`src/core/ppo_pkg.sv`:
```
// Constants for the port pin override logic block
package ppo_pkg;
  // Port width
  localparam int PPO_PINS = 8;
  // Register indices on the plain port
  localparam logic [1:0] PPO_ADDR_IN = 2'h0;
  localparam logic [1:0] PPO_ADDR_DIR = 2'h1;
  localparam logic [1:0] PPO_ADDR_OUT = 2'h2;
  localparam logic [1:0] PPO_ADDR_MCU = 2'h3;
  // MCU control layout
  localparam int PPO_MCU_PU_OFF_BIT = 4;
  localparam logic [7:0] PPO_MCU_WMASK = 8'h93;
  localparam logic [7:0] PPO_MCU_RESET = 8'h00;
  localparam logic [7:0] PPO_PORT_RESET = 8'h00;
  // Pull-up enable pattern {dir, latch, disable}
  localparam logic [2:0] PPO_PU_PATTERN = 3'h2;
endpackage

```
`src/core/ppo_port.sv`:
```
// One eight-pin general purpose port with alternate-function overrides
//==============================================================
`timescale 1ns/1ps
module ppo_port
  import ppo_pkg::*;
(
  input wire logic mclk,
  input wire logic reset,
  input wire logic [1:0] addr,
  input wire logic [7:0] wdata,
  input wire logic port_write_strobe,
  input wire logic port_read_strobe,
  output logic [7:0] rdata,
  input wire logic sleep_deep,
  input wire logic [7:0] ext_int_enable,
  input wire logic [7:0] pullup_override_enable,
  input wire logic [7:0] pullup_override_value,
  input wire logic [7:0] direction_override_enable,
  input wire logic [7:0] direction_override_value,
  input wire logic [7:0] pin_value_override_enable,
  input wire logic [7:0] pin_value_override_value,
  input wire logic [7:0] latch_toggle_override_enable,
  input wire logic [7:0] input_enable_override_enable,
  input wire logic [7:0] input_enable_override_value,
  input wire logic [7:0] pad_in,
  output logic [7:0] pad_out,
  output logic [7:0] pad_oe,
  output logic [7:0] pad_pullup,
  output logic [7:0] alt_raw_digital_input,
  output logic global_pullup_disable
);

  //==============================================================
  // Storage
  logic [7:0] dir_r; // Direction bits
  logic [7:0] latch_r; // Output latch bits
  logic [7:0] mcu_r; // MCU control register
  logic [7:0] in_meta_r; // First synchroniser stage, raw pad
  logic [7:0] in_sync_r; // Second synchroniser stage
  logic [7:0] in_clamped; // Synchronised level after clamp
  logic [7:0] ien; // Digital input enable per pin
  logic [7:0] oe_nxt; // Driver enable before flop
  logic [7:0] out_nxt; // Driven level before flop
  logic [7:0] pu_nxt; // Pull-up before flop
  logic wr_in; // Write hits input register
  logic wr_dir; // Write hits direction register
  logic wr_out; // Write hits output register
  logic wr_mcu; // Write hits MCU control

  //==============================================================
  // Register decode
  // Strobe qualified by index; used for every register
  function automatic logic ppo_hit(input logic strobe,
    input logic [1:0] idx, input logic [1:0] want);
    return strobe && idx == want;
  endfunction

  // Register write decode, strobe is shared by all pins
  assign wr_in = ppo_hit(port_write_strobe, addr, PPO_ADDR_IN);
  assign wr_dir = ppo_hit(port_write_strobe, addr, PPO_ADDR_DIR);
  assign wr_out = ppo_hit(port_write_strobe, addr, PPO_ADDR_OUT);
  assign wr_mcu = ppo_hit(port_write_strobe, addr, PPO_ADDR_MCU);

  //==============================================================
  // Direction register, whole byte but each bit its own flop
  always_ff @(posedge mclk) begin
    if (reset) begin
      dir_r <= PPO_PORT_RESET;
    end else if (wr_dir) begin
      dir_r <= wdata;
    end
  end

  // Output latch: write, input-register toggle, override toggle
  always_ff @(posedge mclk) begin
    if (reset) begin
      latch_r <= PPO_PORT_RESET;
    end else begin
      // Bits not written keep value; toggle acts per bit
      latch_r <= (wr_out ? wdata : latch_r)
        ^ (wr_in ? wdata : 8'h00)
        ^ latch_toggle_override_enable;
    end
  end

  // MCU control; only writable bits stored, others read zero
  always_ff @(posedge mclk) begin
    if (reset) begin
      mcu_r <= PPO_MCU_RESET;
    end else if (wr_mcu) begin
      mcu_r <= wdata & PPO_MCU_WMASK;
    end
  end

  //==============================================================
  // Input path: two synchroniser stages, then the clamp
  // Pad passes both flops before any gate sees it, so the clamp
  // sits after the synchroniser; the level seen is the same
  // Clamp is shared; interrupt enable lifts it per pin
  always_comb begin
    for (int i = 0; i < PPO_PINS; i++) begin
      if (input_enable_override_enable[i]) begin
        ien[i] = input_enable_override_value[i];
      end else begin
        ien[i] = !sleep_deep || ext_int_enable[i];
      end
    end
  end

  // Two-stage synchroniser on the raw pad level
  always_ff @(posedge mclk) begin
    if (reset) begin
      in_meta_r <= 8'h00;
      in_sync_r <= 8'h00;
    end else begin
      in_meta_r <= pad_in;
      in_sync_r <= in_meta_r;
    end
  end

  // Clamped level goes low; on wake a high pin rises again
  assign in_clamped = in_sync_r & ien;

  // Input for peripherals, one flop since outputs are flopped
  // Receivers still need their own synchroniser
  always_ff @(posedge mclk) begin
    if (reset) begin
      alt_raw_digital_input <= 8'h00;
    end else begin
      alt_raw_digital_input <= in_clamped;
    end
  end

  //==============================================================
  // Output control with overrides
  always_comb begin
    for (int i = 0; i < PPO_PINS; i++) begin
      oe_nxt[i] = direction_override_enable[i] ?
        direction_override_value[i] : dir_r[i];
      out_nxt[i] = pin_value_override_enable[i] ?
        pin_value_override_value[i] : latch_r[i];
      if (pullup_override_enable[i]) begin
        pu_nxt[i] = pullup_override_value[i];
      end else begin
        pu_nxt[i] = {dir_r[i], latch_r[i], mcu_r[PPO_MCU_PU_OFF_BIT]}
          == PPO_PU_PATTERN;
      end
    end
  end

  // Pad drive flops; reset forces tri-state and no pull-up
  // Analog path is a pad net outside this digital logic
  always_ff @(posedge mclk) begin
    if (reset) begin
      pad_oe <= 8'h00;
      pad_pullup <= 8'h00;
      pad_out <= 8'h00;
    end else begin
      pad_oe <= oe_nxt;
      pad_pullup <= pu_nxt;
      pad_out <= out_nxt; // level flopped whether driven or not
    end
  end

  // Global disable shared by all ports
  always_ff @(posedge mclk) begin
    if (reset) begin
      global_pullup_disable <= 1'b0;
    end else begin
      global_pullup_disable <= wr_mcu ?
        wdata[PPO_MCU_PU_OFF_BIT] : mcu_r[PPO_MCU_PU_OFF_BIT];
    end
  end

  //==============================================================
  // Read data, valid only the cycle after the strobe
  always_ff @(posedge mclk) begin
    if (reset) begin
      rdata <= 8'h00;
    end else if (port_read_strobe) begin
      case (addr)
        PPO_ADDR_IN: rdata <= in_clamped;
        PPO_ADDR_DIR: rdata <= dir_r;
        PPO_ADDR_OUT: rdata <= latch_r;
        default: rdata <= mcu_r;
      endcase
    end else begin
      rdata <= 8'h00;
    end
  end

  //==============================================================
  // Checks
  a_reset_tristate: assert property (@(posedge mclk)
    $past(reset) |-> pad_oe == 8'h00 && pad_pullup == 8'h00)
    else $error("pads not released in reset");
  // Global disable wins over the pattern, not over the override
  a_global_pullup_off: assert property (@(posedge mclk)
    disable iff (reset)
    (mcu_r[PPO_MCU_PU_OFF_BIT] && pullup_override_enable == 8'h00)
      |=> pad_pullup == 8'h00)
    else $error("pull-up on with global disable");
  a_dir_override: assert property (@(posedge mclk) disable iff (reset)
    direction_override_enable[0] |=>
      pad_oe[0] == $past(direction_override_value[0]))
    else $error("direction override ignored");
  a_toggle_write: assert property (@(posedge mclk) disable iff (reset)
    (wr_in && !wr_out && latch_toggle_override_enable == 8'h00) |=>
      latch_r == ($past(latch_r) ^ $past(wdata)))
    else $error("input write did not toggle latch");
  // Pad level reaches the second stage two edges later
  a_sync_delay: assert property (@(posedge mclk) disable iff (reset)
    ##2 in_sync_r == $past(pad_in, 2))
    else $error("input sync delay wrong");
  // Clamp seen at the peripheral input one edge later
  a_clamp_low: assert property (@(posedge mclk) disable iff (reset)
    (sleep_deep && ext_int_enable[0] == 1'b0 &&
      !input_enable_override_enable[0]) |=> !alt_raw_digital_input[0])
    else $error("clamp not applied");
  a_value_override: assert property (@(posedge mclk)
    disable iff (reset)
    pin_value_override_enable[1] |=>
      pad_out[1] == $past(pin_value_override_value[1]))
    else $error("value override ignored");

  //==============================================================
  // Further checks on the override, register and read paths
  // Pull-up override value reaches the pad whatever the registers
  a_pullup_override: assert property (@(posedge mclk)
    disable iff (reset)
    pullup_override_enable[2] |=>
      pad_pullup[2] == $past(pullup_override_value[2]))
    else $error("pull-up override ignored");
  // Without pull-up override a pin with its direction bit set never carries the pull-up
  a_output_no_pullup: assert property (@(posedge mclk)
    disable iff (reset)
    (!pullup_override_enable[0] && dir_r[0]) |=> !pad_pullup[0])
    else $error("pull-up on an output pin");
  // Without override the driver follows the direction bit
  a_dir_follow: assert property (@(posedge mclk)
    disable iff (reset)
    !direction_override_enable[3] |=> pad_oe[3] == $past(dir_r[3]))
    else $error("driver enable not from direction bit");
  // Without value override the pad shows the latch
  a_latch_drive: assert property (@(posedge mclk)
    disable iff (reset)
    !pin_value_override_enable[2] |=> pad_out[2] == $past(latch_r[2]))
    else $error("driven level not from latch");
  // Toggle override flips the latch on every edge it is high with no port write
  a_latch_toggle: assert property (@(posedge mclk)
    disable iff (reset)
    (latch_toggle_override_enable[0] && !wr_in && !wr_out) |=>
      latch_r[0] != $past(latch_r[0]))
    else $error("toggle override ignored");
  // Enabled interrupt lifts the clamp for its own pin
  a_clamp_lifted: assert property (@(posedge mclk)
    disable iff (reset)
    (ext_int_enable[6] && !input_enable_override_enable[6]) |=>
      alt_raw_digital_input[6] == $past(in_sync_r[6]))
    else $error("clamp not lifted by interrupt enable");
  // Input enable override with value zero holds the input low in any state
  a_ien_override: assert property (@(posedge mclk)
    disable iff (reset)
    (input_enable_override_enable[0] && !input_enable_override_value[0])
      |=> !alt_raw_digital_input[0])
    else $error("input enable override ignored");
  // Read data stand one cycle only, zero otherwise
  a_read_idle: assert property (@(posedge mclk) disable iff (reset)
    !port_read_strobe |=> rdata == 8'h00)
    else $error("read data outside read cycle");
  // A direction write lands whole, bit for bit
  a_dir_write: assert property (@(posedge mclk)
    disable iff (reset)
    wr_dir |=> dir_r == $past(wdata))
    else $error("direction write lost");
  // Bits that are not writable stay zero
  a_mcu_mask: assert property (@(posedge mclk) disable iff (reset)
    (mcu_r & ~PPO_MCU_WMASK) == 8'h00)
    else $error("reserved control bit set");
  // Shared disable output mirrors the stored control bit
  a_global_copy: assert property (@(posedge mclk)
    disable iff (reset)
    global_pullup_disable == mcu_r[PPO_MCU_PU_OFF_BIT])
    else $error("global pull-up disable out of step");
  a_dir_reset: assert property (@(posedge mclk)
    $past(reset) |-> dir_r == 8'h00 && latch_r == 8'h00)
    else $error("reset did not clear port");
endmodule

```
`config.mk`:
```
export PLATFORM = sky130hd
export DESIGN_NAME = ppo_port
export DESIGN_NICKNAME = d
export VERILOG_FILES = /design/src/core/ppo_pkg.sv /design/src/core/ppo_port.sv
export SDC_FILE = /design/constraint.sdc
export NUM_CORES = 1
export LEC_CHECK = 0
export BUFFER_PORTS_ARGS = -buffer_cell sky130_fd_sc_hd__buf_4
export CAP_MARGIN = 20
export CORE_ASPECT_RATIO = 0.9
export CORE_MARGIN = 2
export CORE_UTILIZATION = 42
export CTS_CLUSTER_DIAMETER = 50
export DETAILED_ROUTE_END_ITERATION = 8
export PLACE_DENSITY = 0.76
export SLEW_MARGIN = 10
export SYNTH_ARGS = -nofsm -noshare
export SYNTH_HDL_FRONTEND = slang
export SYNTH_SLANG_ARGS = --single-unit
```
`constraint.sdc`:
```
create_clock -name mclk -period 1.45 [get_ports mclk]
set_input_delay 0.29 -clock mclk [delete_from_list [all_inputs] [get_ports mclk]]
set_output_delay 0.29 -clock mclk [all_outputs]
set_load 0.005 [all_outputs]
```
Word level (Yosys, flattened, before mapping)
Cells that the tools add are included.
Cells by class
  $add $sub $neg: 0
  $mul: 0
  div/mod/pow operators: 0
  magnitude comparators: 0
  eq/ne operators: 11
  shift-type cells: 0
  mux-type cells: 36
  bitwise logic cells: 4
  reduce and logical (&&, ||, !) cells: 15
Operators by type and width (count)
  2-to-1 mux 1 bit: 33
  equality test 3 x 2 -> 1 bit, second input constant: 8
  case mux 8 bit (3 select lines): 1
  2-to-1 mux 8 bit: 2
  bitwise XOR 8 bit: 2
  bitwise AND 8 bit: 1
  logical OR 1 bit: 8
  equality test 2 bit, second input constant: 2
  logical AND 1 bit: 4
  equality test 2 x 1 -> 1 bit, second input constant: 1
  zero test 2 bit: 1
  OR reduction 2 bit: 1
  zero test 1 bit: 1
  inverter 1 bit: 1
Storage, ports and cells
  register bits after elaboration: 77
  latch bits: 0
  bits in writable memories: 0
  bits in read-only memories: 0
  input port bits: 103
  logic and storage cells: 77
  memories kept: 0

Depth between registers and ports, before layout
Gate-level depths: netlist of run 1.
  depth in word-level cells: 5
  mapped depth: 6
  depth with buffers taken out: 4

Least setup slack after synthesis of run 1
No wires, ideal clock.
  path kind: input-to-reg
  start point: in addr[0]
  end point: reg latch_r[0]
  library setup time: 121 ps
  arrival: 1160 ps
  required time: 1329 ps
  path slack: 168 ps
  cell stages on the path: 5
  path buffers: 1
  cells stage by stage: buf_6 -> nand2b_4 -> o21ai_2 -> a22oi_2 -> mux2_4
Between the ends
  longest elaborated chain between the ends: 5
  elaborated cells between the ends (all ways): 8
Ends and longest elaborated chain
  from (decl): RTL line ppo_port.sv:9  | input wire logic [1:0] addr,
  equality test 2 bit or zero test 2 bit (tied branches): RTL line ppo_port.sv:55  | return strobe && idx == want;
  logical AND 1 bit: RTL line ppo_port.sv:55
  2-to-1 mux 8 bit (on tied branches): RTL line ppo_port.sv:80, ppo_port.sv:81
  bitwise XOR 8 bit *: RTL line ppo_port.sv:81  | ^ (wr_in ? wdata : 8'h00)
  bitwise XOR 8 bit *: RTL line ppo_port.sv:82  | ^ latch_toggle_override_enable;
  to (signal assigned): RTL line ppo_port.sv:80  | latch_r <= (wr_out ? wdata : latch_r)
  to (decl): RTL line ppo_port.sv:36  | logic [7:0] latch_r;
Every way passes the cells marked *; elsewhere a longest branch is shown, timed or not.
A chain may end at the register's enable or synchronous reset.

Final worst setup path of run 1
  start point: reg latch_r[4]
  end point: reg latch_r[4]
Between the ends
  longest elaborated chain between the ends: 3
Ends and longest elaborated chain (RTL line)
  2-to-1 mux 8 bit: ppo_port.sv:80
  bitwise XOR 8 bit: ppo_port.sv:81
  bitwise XOR 8 bit: ppo_port.sv:82
No other way between the ends.

==> results.txt, run 1 <==
- Register-to-register path setup slack: 240 ps
- Maximum vdd drop: 0.000577 V
- For this design, the sink count on the clock tree is 77.
* CTS root buf: sky130_fd_sc_hd__clkbuf_8
* Remaining antenna violation count: 0
- Delay of the slowest critical-path stage: 500 ps
- Unrepaired setup endpoints after global routing: no
* Total count of hold-check failures in the final report: 0
- Reported max-cap violation count: 0
- Of the cells placed in the final design, the portion with a size suffix greater than 1 is 41.2%.
* Crit path launch: latch_r[4]
- Clock-pin slew was measured on the worst setup and hold paths at 90 ps.
- The share of the Yosys chip area taken by registers is 49.6%.
* Worst Path Class, Setup: reg2reg
- Number of DRC violations after detailed-routing iteration 0: 82
* Via density: 5.01
- Pwr Density: 1050 nW/um^2
* Vertical die dimension: 85.6 um
- For the worst flop-to-flop path, the logic depth is 3.
- The worst pin sits at a relative slew slack of 64.1%.
* Worst setup path end: latch_r[4]
* Antenna violations before repair: 0
* First-pass GRT wire length: 12900 um
* Average detailed-routed wire length per instance: 14.8 um
- The repair_antennas step left the layout with diodes totalling 0.
- For this run, the total global-route usage over all layers was measured as 20.7%.
* Result of the run: finished clean
* CTS tree: yes
- Launching element type of the critical path: flop
- Post-synthesis cell type with the largest combined area: sky130_fd_sc_hd__dfxtp_1
- Number of buffers created by CTS: 9
- In the routed design, unresolved DRC markers number 0.
* Gate count of the mapped netlist: 316
- Max H-tree Level: 3
* Cell type of the slowest stage on the worst timing path: sky130_fd_sc_hd__dfxtp_1
- Between clock sinks in the finished design, the worst skew comes to 12.6 ps.
- Adding up every negative setup slack in the final design gives 0 ps.
- The initialized floorplan defines 29 standard-cell rows.
- 1st-pass router iterations: 4
- Post-synthesis cell area: 3110 sq um
- Total leakage power: 2.15 nW
- Tcrit/Tclk final: 83.5%
- Entering global routing, the biggest net connects 46 pins.
* Horizontal extent of the die: 94.7 um
- Total wire length after detailed routing: 8220 um
* Post-DP HPWL: 6200 um
* Worst path setup slack after routing: 239 ps
* I/O Buffers: 143
- Worst-Skew Late Latency: 350 ps
- Largest cells by area after synthesis: sky130_fd_sc_hd__dfxtp_1, sky130_fd_sc_hd__mux2i_1, sky130_fd_sc_hd__nor2_1
- Final RePlAce weighted congestion: 0.792
- STA classifies the critical path endpoint as a flop.
- The synthesized design devotes to its leading area cell type 49.6% of total area.
- The worst register-to-register path begins at latch_r[4].
- For the worst setup path, the data arrival time is 1460 ps.
* Fillers: 637
* Final core utilization: 63.0%
- Walking the worst path, the cells encountered are o21ai_2 > a22oi_2 > mux2_4.
* Post-CTS setup repair buffer count: 0
- In the final design database the tool counted 562 nets.
- Achievable clock frequency: 826 MHz
- Required time of the worst setup path: 1700 ps
- Final critical delay including setup and external delays: 1210 ps
* Via total after detailed routing: 2792
* Sum of overflow across all layers after global routing: 0
- Slew at the pin closest to its max-slew limit: 538 ps
- Initial core utilization: 43.7%
* Max clock buf depth: 2
- Once the clock tree was built, the resizer swapped 0 gates to a different size.
- Yosys printed 0 warnings.
- At the placement stage, the worst setup path has a slack of 53.4 ps.
- The number of pins exceeding their max-slew limit in the final report came to 0.
- Register bit total from synthesis: 77
- Post-synth cell types: 26
- In this run the worst hold path is classified as in2reg.
* P&R area growth vs syn: 44.1%
- Area of the die: 8110 sq um
- Critical Path Fanout Max: 6
- 144 I/O pins were placed.
* Vias in the first global route: 2749
- In this run, post-CTS hold repair placed 0 buffers.
- The number of nets handed over by synthesis was 419.
- Number of failing setup endpoints in the final timing report: 0
* Core region area: 7110 sq um
* Average instance area after synthesis: 9.84 sq um
* Terminus of the critical flop-to-flop path: latch_r[4]
-- synth_stat cells (all sizes together) --
master / instances
dfxtp: 77
nor2: 52
mux2i: 32
o21ai: 28
nor2b: 26
a21oi: 16
buf: 13
nand2: 12
nand2b: 9
a22oi: 8
and3: 8
mux2: 8
o311ai: 8
inv: 5
clkbuf: 4
nor4: 4
nor4b: 4
nand3: 1
nand3b: 1
-- cells in the final DEF (no fill, tap or decap), types with 9 or more instances in the layout --
cell type / count
sky130_fd_sc_hd__o21ai_0: 20
sky130_fd_sc_hd__clkbuf_8: 9
sky130_fd_sc_hd__nor2_1: 52
sky130_fd_sc_hd__dfxtp_1: 77
sky130_fd_sc_hd__a21oi_1: 16
sky130_fd_sc_hd__buf_4: 147
sky130_fd_sc_hd__nand2_1: 12
sky130_fd_sc_hd__nor2b_1: 25
sky130_fd_sc_hd__mux2i_1: 32
-- registers in the layout (all words and copies together), names as in the netlist --
name,cells
dir_r,8
in_sync_r,8
global_pullup_disable,1
in_meta_r,8
latch_r,8
rdata,8
mcu_r,4
pad_out,8
pad_pullup,8
alt_raw_digital_input,8
pad_oe,8
-- layer usage --
metal / part of all wire (%) / up-vias / GRT usage [%]
met2: 50 / 110 / 35.8
met5: 0 / - / 0
met3: 8.2 / 15 / 7.38
met4: 1.7 / 0 / 6.06
li1: - / 1377 / -
met1: 40 / 1290 / 24.1
-- per-stage QoR --
step	instance area (sq um)	hold slack [ps]	std cells	power [mW]
after floorplan	3110	414	316	2.69
after global placement	4280	419	541	3.07
after detailed placement	4280	425	541	3.10
after CTS	4480	133	557	4.74
after global routing	4480	132	557	4.93
final	4480	144	557	4.69
-- logic make-up (layout without fill, tap and decap cells) --
group / after synthesis / in the layout / share of synthesized area, %
simple gates: 117 / 117 / 19.2
flops: 77 / 77 / 49.6
compound gates: 60 / 60 / 13.5
mux: 40 / 40 / 14.2
buf+inv: 22 / 170 / 3.50
-- cell type report --
cell class | count | area (sq um) | area share [%]
clock buffers | 9 | 124 | 2.77
clock inverters | 7 | 77.6 | 1.73
inverters | 5 | 18.8 | 0.419
multi-input cells | 217 | 1460 | 32.5
flip-flops and latches | 77 | 1540 | 34.4
well taps | 93 | 116 | 2.60
repair buffers | 149 | 1140 | 25.5
-- critical path, delay by kind of cell (launching register included) --
| kind | cells | cell delay (ps) |
|---|---|---|
| compound gates | 2 | 310 |
| flops | 1 | 500 |
| mux | 1 | 310 |
-- power breakdown --
group | internal, mW | switching (mW) | leakage [nW]
registers | 2.22 | 0.0796 | 0.633
clock network | 0.816 | 0.836 | 0.101
logic | 0.446 | 0.290 | 1.42
-- worst min-delay path by stage --
stage	from	end	slack, ps	cells past startpoint
3_5_place_dp	in_meta_r[4]	in_sync_r[4]	420	1
3_3_place_gp	in_meta_r[7]	in_sync_r[7]	420	1
5_1_grt	pad_in[2]	in_meta_r[2]	130	2
2_1_floorplan	in_meta_r[0]	in_sync_r[0]	410	1
4_1_cts	pad_in[2]	in_meta_r[2]	130	2
6_report	pad_in[2]	in_meta_r[2]	140	2
Power figures use the tool's default switching activity.
==> run 2: changes to the inputs <==
==> constraint.sdc (replaced) <==
create_clock -name mclk -period 1.2 [get_ports mclk]
set_input_delay 0.24 -clock mclk [delete_from_list [all_inputs] [get_ports mclk]]
set_output_delay 0.24 -clock mclk [all_outputs]
set_load 0.005 [all_outputs]
==> run 2 against run 1 <==
Effect of this change: die area unchanged; critical endpoint is now latch_r[3]; wire length grew 2.5%; first-iteration DRC count increased by 95%; count of clock-buffer cells in the layout grew 3; register-to-register slack got worse by 160 ps; via count is 1.1% higher; final cell count grew 2.7%; hold slack got worse by 39 ps.
==> results.txt, run 2 (same netlist as run 1, synthesis figures left out) <==
* Post-CTS setup repair buffer count: 0 (unchanged)
* Worst Hold Class: in2reg (unchanged)
- 1st-pass router iterations: 4 (unchanged)
* Vertical die dimension: 85.6 um (unchanged)
* CTS tree: yes (unchanged)
- The worst setup skew after layout is 9.67 ps (was 12.6 ps).
- The post-layout minimum cycle time is 1120 ps (was 1210 ps).
* Critical Path Fanout Max: 5 (was 6)
- Tot GR Track Use: 21.0% (was 20.7%)
* Sum of overflow across all layers after global routing: 0 (unchanged)
- Area of the die: 8110 sq um (unchanged)
- The reg-to-reg startpoint is latch_r[3] (was latch_r[4]).
- Delay of the slowest critical-path stage: 370 ps (was 500 ps)
- The total DRC errors in the routed layout came to 0 (unchanged).
* Area occupied by multi-input gates: 1460 sq um (about the same)
* Layout cell share with drive strength beyond 1: 43.4% (was 41.2%)
- The core utilization of the finished layout was 64.7% (was 63.0%).
- Unrepaired setup endpoints after global routing: no (unchanged).
- First-pass GRT wire length: 13100 um (was 12900 um)
- The detail-routed via count per cell is 4.94 (was 5.01).
* Horizontal extent of the die: 94.7 um (unchanged)
* Worst hold slack: 105 ps (was 144 ps)
- The routability-driven placement congestion ratio came to 0.730 (was 0.792).
- The fill cell total of the finished layout was 606 (was 637).
- Commonest cells after routing, fill and taps aside: sky130_fd_sc_hd__buf_4, sky130_fd_sc_hd__dfxtp_1, sky130_fd_sc_hd__nor2_1 (unchanged).
- Total leakage power: 2.22 nW (was 2.15 nW)
* Site Rows: 29 (unchanged)
- The clock-pin transition on the worst setup and hold timing paths came to 80 ps (was 90 ps).
- P&R area growth vs syn: 48.0% (was 44.1%)
- The total power was 5.65 mW (was 4.69 mW).
- The area of the core region was 7110 sq um (unchanged).
* Reported max-cap violation count: 0 (unchanged)
* Cell type of the slowest stage on the worst timing path: sky130_fd_sc_hd__dfxtp_1 (unchanged)
- Max clock buf depth: 2 (unchanged)
- Post-route cell area: 4600 sq um (was 4480 sq um)
* Number of nets in the layout: 578 (was 562)
* Worst Path Class, Setup: reg2reg (unchanged)
* Final antenna diode count: 0 (unchanged)
- Result of the run: finished clean (unchanged)
* Post-DP HPWL: 6550 um (was 6200 um)
- The number of top-level pins is 144 (unchanged).
- Instance area after placement: 4400 sq um (was 4280 sq um)
- The hold violation count in the final report is 0 (unchanged).
- The number of buffers inserted by hold repair at cts came to 0 (unchanged).
- Number of DRC violations after detailed-routing iteration 0: 160 (was 82)
* Average detailed-routed wire length per instance: 14.7 um (was 14.8 um)
- CP Cell Sequence: nand2_1 > o21ai_2 > a22oi_2 > mux2_4 (was o21ai_2 > a22oi_2 > mux2_4).
* Tcrit/Tclk final: 93.2% (was 83.5%)
- The number of setup violations in the final report was 0 (unchanged).
* CTS root buf: sky130_fd_sc_hd__clkbuf_8 (unchanged)
- Required time of the worst setup path: 1440 ps (was 1700 ps)
- The maximum level of the CTS H-tree is 3 (unchanged).
- The slew of the pin with the lowest slew margin was 505 ps (was 538 ps).
- Maximum vdd drop: 0.000859 V (was 0.000577 V)
* Total wire length after detailed routing: 8420 um (was 8220 um)
* Final max-slew violation count: 0 (unchanged)
* Hold path start: pad_in[1] (was pad_in[2])
- Achievable clock frequency: 894 MHz (was 826 MHz)
- Initial core utilization: 43.7% (unchanged)
* WP data arrival: 1350 ps (was 1460 ps)
- I/O Buffers: 143 (unchanged)
* Crit path launch: latch_r[3] (was latch_r[4])
- Register area: 1550 sq um (was 1540 sq um)
- The clock latency of the later-clocked register in the worst-skew pair came to 340 ps (was 350 ps).
* Number of buffers created by CTS: 9 (unchanged)
- The count of vias placed by the detailed router was 2823 (was 2792).
* Vias in the first global route: 2811 (was 2749)
- The most common cell after layout, fill and taps aside is sky130_fd_sc_hd__buf_4 (unchanged).
* Worst slew margin relative to its limit: 65.9% (was 64.1%)
* Post-CTS Resized: 0 (unchanged)
- The number of clock sinks was 77 (unchanged).
* Remaining antenna violation count: 0 (unchanged)
- The initial antenna violation count was 0 (unchanged).
- The kind of end point of the critical path is a flop (unchanged).
- The startpoint kind of the worst setup timing path is a flop (unchanged).
- Pwr Density: 1230 nW/um^2 (was 1050 nW/um^2)
- Pin count of the biggest net entering global routing: 28 (was 46)
run 2: metrics by stage:
step,worst slack [ps],TNS (ps),cells
4_1_cts,28.1,0,572
5_1_grt,4.12,0,572
3_5_place_dp,-211,-1670,557
2_1_floorplan,4.86,0,316
6_report,81.6,0,572
3_3_place_gp,-226,-1300,557
run 2: report_power, final:
group / switching [mW] / internal [mW]
combinational: 0.376 / 0.584
sequential: 0.0919 / 2.69
clock: 0.891 / 1.01
run 2: final timing paths:
path | endpoint | slack (ps) | cells after the start
hold / removal | in_meta_r[1] | 110 | 2
hold reg to reg | in_sync_r[5] | 440 | 1
setup / recovery | latch_r[3] | 80 | 4
setup reg to reg | latch_r[3] | 80 | 4
run 2: final cells by class:
cell class              instances  area share, %
inverters                       5          0.408
flip-flops and latches         77           33.6
clock inverters                 3           1.01
multi-input cells             217           31.8
well taps                      93           2.53
clock buffers                  12           3.16
repair buffers                165           27.5
run 2: per-layer routing:
metal / vias to the layer above / routed length (um) / part of all wire [%] / track usage [%]
li1: 1411 / - / - / -
met1: 1309 / 3590 / 43 / 26.2
met2: 99 / 4180 / 50 / 36.0
met3: 4 / 602 / 7.1 / 6.24
met4: 0 / 46 / 0.55 / 4.48
met5: - / 0 / 0 / 0
run 2: worst max-delay path, delay by kind of cell (launching register included):
family | cells | cell delay, ps
AOI/OAI and AO/OA | 2 | 230
DFF | 1 | 370
muxes | 1 | 310
and+or+nand+nor | 1 | 110
==> run 3: changes to the inputs <==
--- a/config.mk
+++ b/config.mk
@@ -13,6 +13,7 @@
 export CTS_CLUSTER_DIAMETER = 50
 export DETAILED_ROUTE_END_ITERATION = 8
 export PLACE_DENSITY = 0.76
+export RECOVER_POWER = 50
 export SLEW_MARGIN = 10
 export SYNTH_ARGS = -nofsm -noshare
 export SYNTH_HDL_FRONTEND = slang
==> run 3 against run 2 <==
Effect of this change: sequential share of layout area rose by 0.11 points; hold slack got worse by 0.51 ps; global-route usage unchanged; power about the same; count of clock-buffer cells in the layout is the same; sequential power is essentially flat; non-clock buffer count unchanged; wire length about the same; largest power group unchanged.
==> results.txt, run 3 (same netlist as run 1, synthesis figures left out) <==
- Result of the run: finished clean (unchanged)
- The post-layout instance area was 4580 sq um (was 4600 sq um).
- The number of cells traversed by the worst hold path was 2 (unchanged).
- Core region area: 7110 sq um (unchanged)
* 1st-pass router iterations: 4 (unchanged)
* WP data arrival: 1360 ps (was 1350 ps)
* Reported max-cap violation count: 0 (unchanged)
* CTS clock-pin slew for the worst setup and hold paths: 80 ps (about the same)
* Final max-slew violation count: 0 (unchanged)
- Antenna violations before repair: 0 (unchanged)
- Worst slew margin relative to its limit: 65.9% (about the same)
- Post-CTS Resized: 0 (unchanged)
- Slew at the pin closest to its max-slew limit: 505 ps (about the same)
* Post-DP HPWL: 6550 um (unchanged)
- Commonest cells after routing, fill and taps aside: sky130_fd_sc_hd__buf_4, sky130_fd_sc_hd__dfxtp_1, sky130_fd_sc_hd__nor2_1 (unchanged).
- Terminus of the critical flop-to-flop path: latch_r[3] (unchanged)
- Area of the die: 8110 sq um (unchanged)
- The worst path required time is 1440 ps (about the same).
- The buffer cell driving the clock tree root is sky130_fd_sc_hd__clkbuf_8 (unchanged).
- Worst hold slack: 105 ps (about the same)
* Worst path setup slack after routing: 76.4 ps (was 81.6 ps)
- Vertical die dimension: 85.6 um (unchanged)
* Max clock buf depth: 2 (unchanged)
- Min-Delay Endpoint: in_meta_r[1] (unchanged)
* Tot GR Track Use: 21.0% (unchanged)
* I/O Buffers: 143 (unchanged)
- Instance area after placement: 4400 sq um (unchanged)
- The largest fanout on the critical path was 5 (unchanged).
- Maximum vdd drop: 0.000860 V (was 0.000859 V)
- The site row count was 29 (unchanged).
- The starting density of the core was 43.7% (unchanged).
* Vias in the first global route: 2811 (unchanged)
- Total leakage power: 2.21 nW (was 2.22 nW)
* CTS tree: yes (unchanged)
- Post-placement setup slack: -211 ps (unchanged)
- The total DRC errors in the routed layout was 0 (unchanged).
- Worst Path Class, Setup: reg2reg (unchanged)
- The worst hold path class is in2reg (unchanged).
- The per-cell routed wire length is 14.7 um (about the same).
* Worst-Skew Late Latency: 340 ps (about the same)
- The post-CTS setup repair buffer count came to 0 (unchanged).
* Number of buffers created by CTS: 9 (unchanged)
- Final critical delay including setup and external delays: 1120 ps (about the same)
- The total power was 5.64 mW (was 5.65 mW).
- The area growth from synthesis to layout is 47.5% (was 48.0%).
- The residual antenna-violating net count after detailed routing came to 0 (unchanged).
- The most common cell after layout, fill and taps aside is sky130_fd_sc_hd__buf_4 (unchanged).
- Setup skew after layout: 9.34 ps (was 9.67 ps)
* Number of DRC violations after detailed-routing iteration 0: 160 (unchanged)
- Total count of hold-check failures in the final report: 0 (unchanged)
- The detail-routed via count per cell was 4.93 (was 4.94).
- I/O pin total: 144 (unchanged)
* Post-cts hold buffer count: 0 (unchanged)
- Horizontal extent of the die: 94.7 um (unchanged)
- Number of sinks on the clock net: 77 (unchanged)
* Pwr Density: 1230 nW/um^2 (about the same)
* Depth of the worst register-to-register path: 3 (was 4)
* Fillers: 609 (was 606)
* Number of failing setup endpoints in the final timing report: 0 (unchanged)
* Max H-tree Level: 3 (unchanged)
- The global-route wire length before repair came to 13100 um (unchanged).
- Total wire length after detailed routing: 8410 um (was 8420 um)
- The maximum number of pins on one net before global-route repair was 28 (unchanged).
* Launching element type of the critical path: flop (unchanged)
* Layout cell share with drive strength beyond 1: 43.0% (was 43.4%)
- The kind of end point of the critical path was a flop (unchanged).
- Number of nets in the layout: 578 (unchanged)
- Sum of overflow across all layers after global routing: 0 (unchanged)
* Reg-to-reg critical path startpoint: latch_r[3] (unchanged)
- The setup slack on the worst flop-to-flop path is 80 ps (about the same).
* Achievable clock frequency: 890 MHz (was 894 MHz)
- Via total after detailed routing: 2820 (was 2823)
- Final RePlAce weighted congestion: 0.730 (unchanged)
- Tcrit/Tclk final: 93.6% (was 93.2%)
- The antenna diode instance count is 0 (unchanged).
- Unrepaired setup endpoints after global routing: no (unchanged)
- The hold path startpoint was pad_in[1] (unchanged).
## run 3: worst max path at each step
stage                from    endpoint  slack (ps)  cells past startpoint
3_3_place_gp   sleep_deep    rdata[7]        -230                      6
4_1_cts        latch_r[4]  latch_r[4]          30                      3
2_1_floorplan     addr[1]  latch_r[4]           5                      6
3_5_place_dp   sleep_deep    rdata[7]        -210                      6
6_report       latch_r[3]  latch_r[3]          80                      3
5_1_grt        latch_r[3]  latch_r[3]           4                      4
## run 3: metrics by stage
| stage | std cells | util, % | TNS [ps] |
|---|---|---|---|
| finish | 572 | 64.5 | 0 |
| global route | 572 | 64.5 | 0 |
| CTS | 572 | 64.5 | 0 |
| detailed placement | 557 | 61.8 | -1670 |
| global placement | 557 | 61.8 | -1300 |
| floorplan | 316 | - | 0 |
## run 3: layout make-up
type	instances	area, sq um	area share [%]
flip-flops and latches	77	1550	33.7
multi-input cells	217	1460	31.9
repair buffers	165	1250	27.2
clock buffers	12	145	3.17
well taps	93	116	2.54
clock inverters	3	46.3	1.01
inverters	5	18.8	0.409
## run 3: routing by layer
| metal | vias up | share of wire (%) | global-route usage (%) |
|---|---|---|---|
| li1 | 1412 | - | - |
| met1 | 1301 | 43 | 26.2 |
| met2 | 101 | 50 | 36.0 |
| met3 | 6 | 6.5 | 6.24 |
| met4 | 0 | 0.72 | 4.48 |
| met5 | - | 0 | 0 |
## run 3: critical path, cell delays in order, from the launching register on
cell,delay [ps]
sky130_fd_sc_hd__dfxtp_1,440
sky130_fd_sc_hd__o21ai_2,90
sky130_fd_sc_hd__a22oi_2,170
sky130_fd_sc_hd__mux2_4,310
## run 3: power by group
group,switching (mW),internal (mW)
registers,0.0917,2.69
clock network,0.894,1.01
logic,0.376,0.576
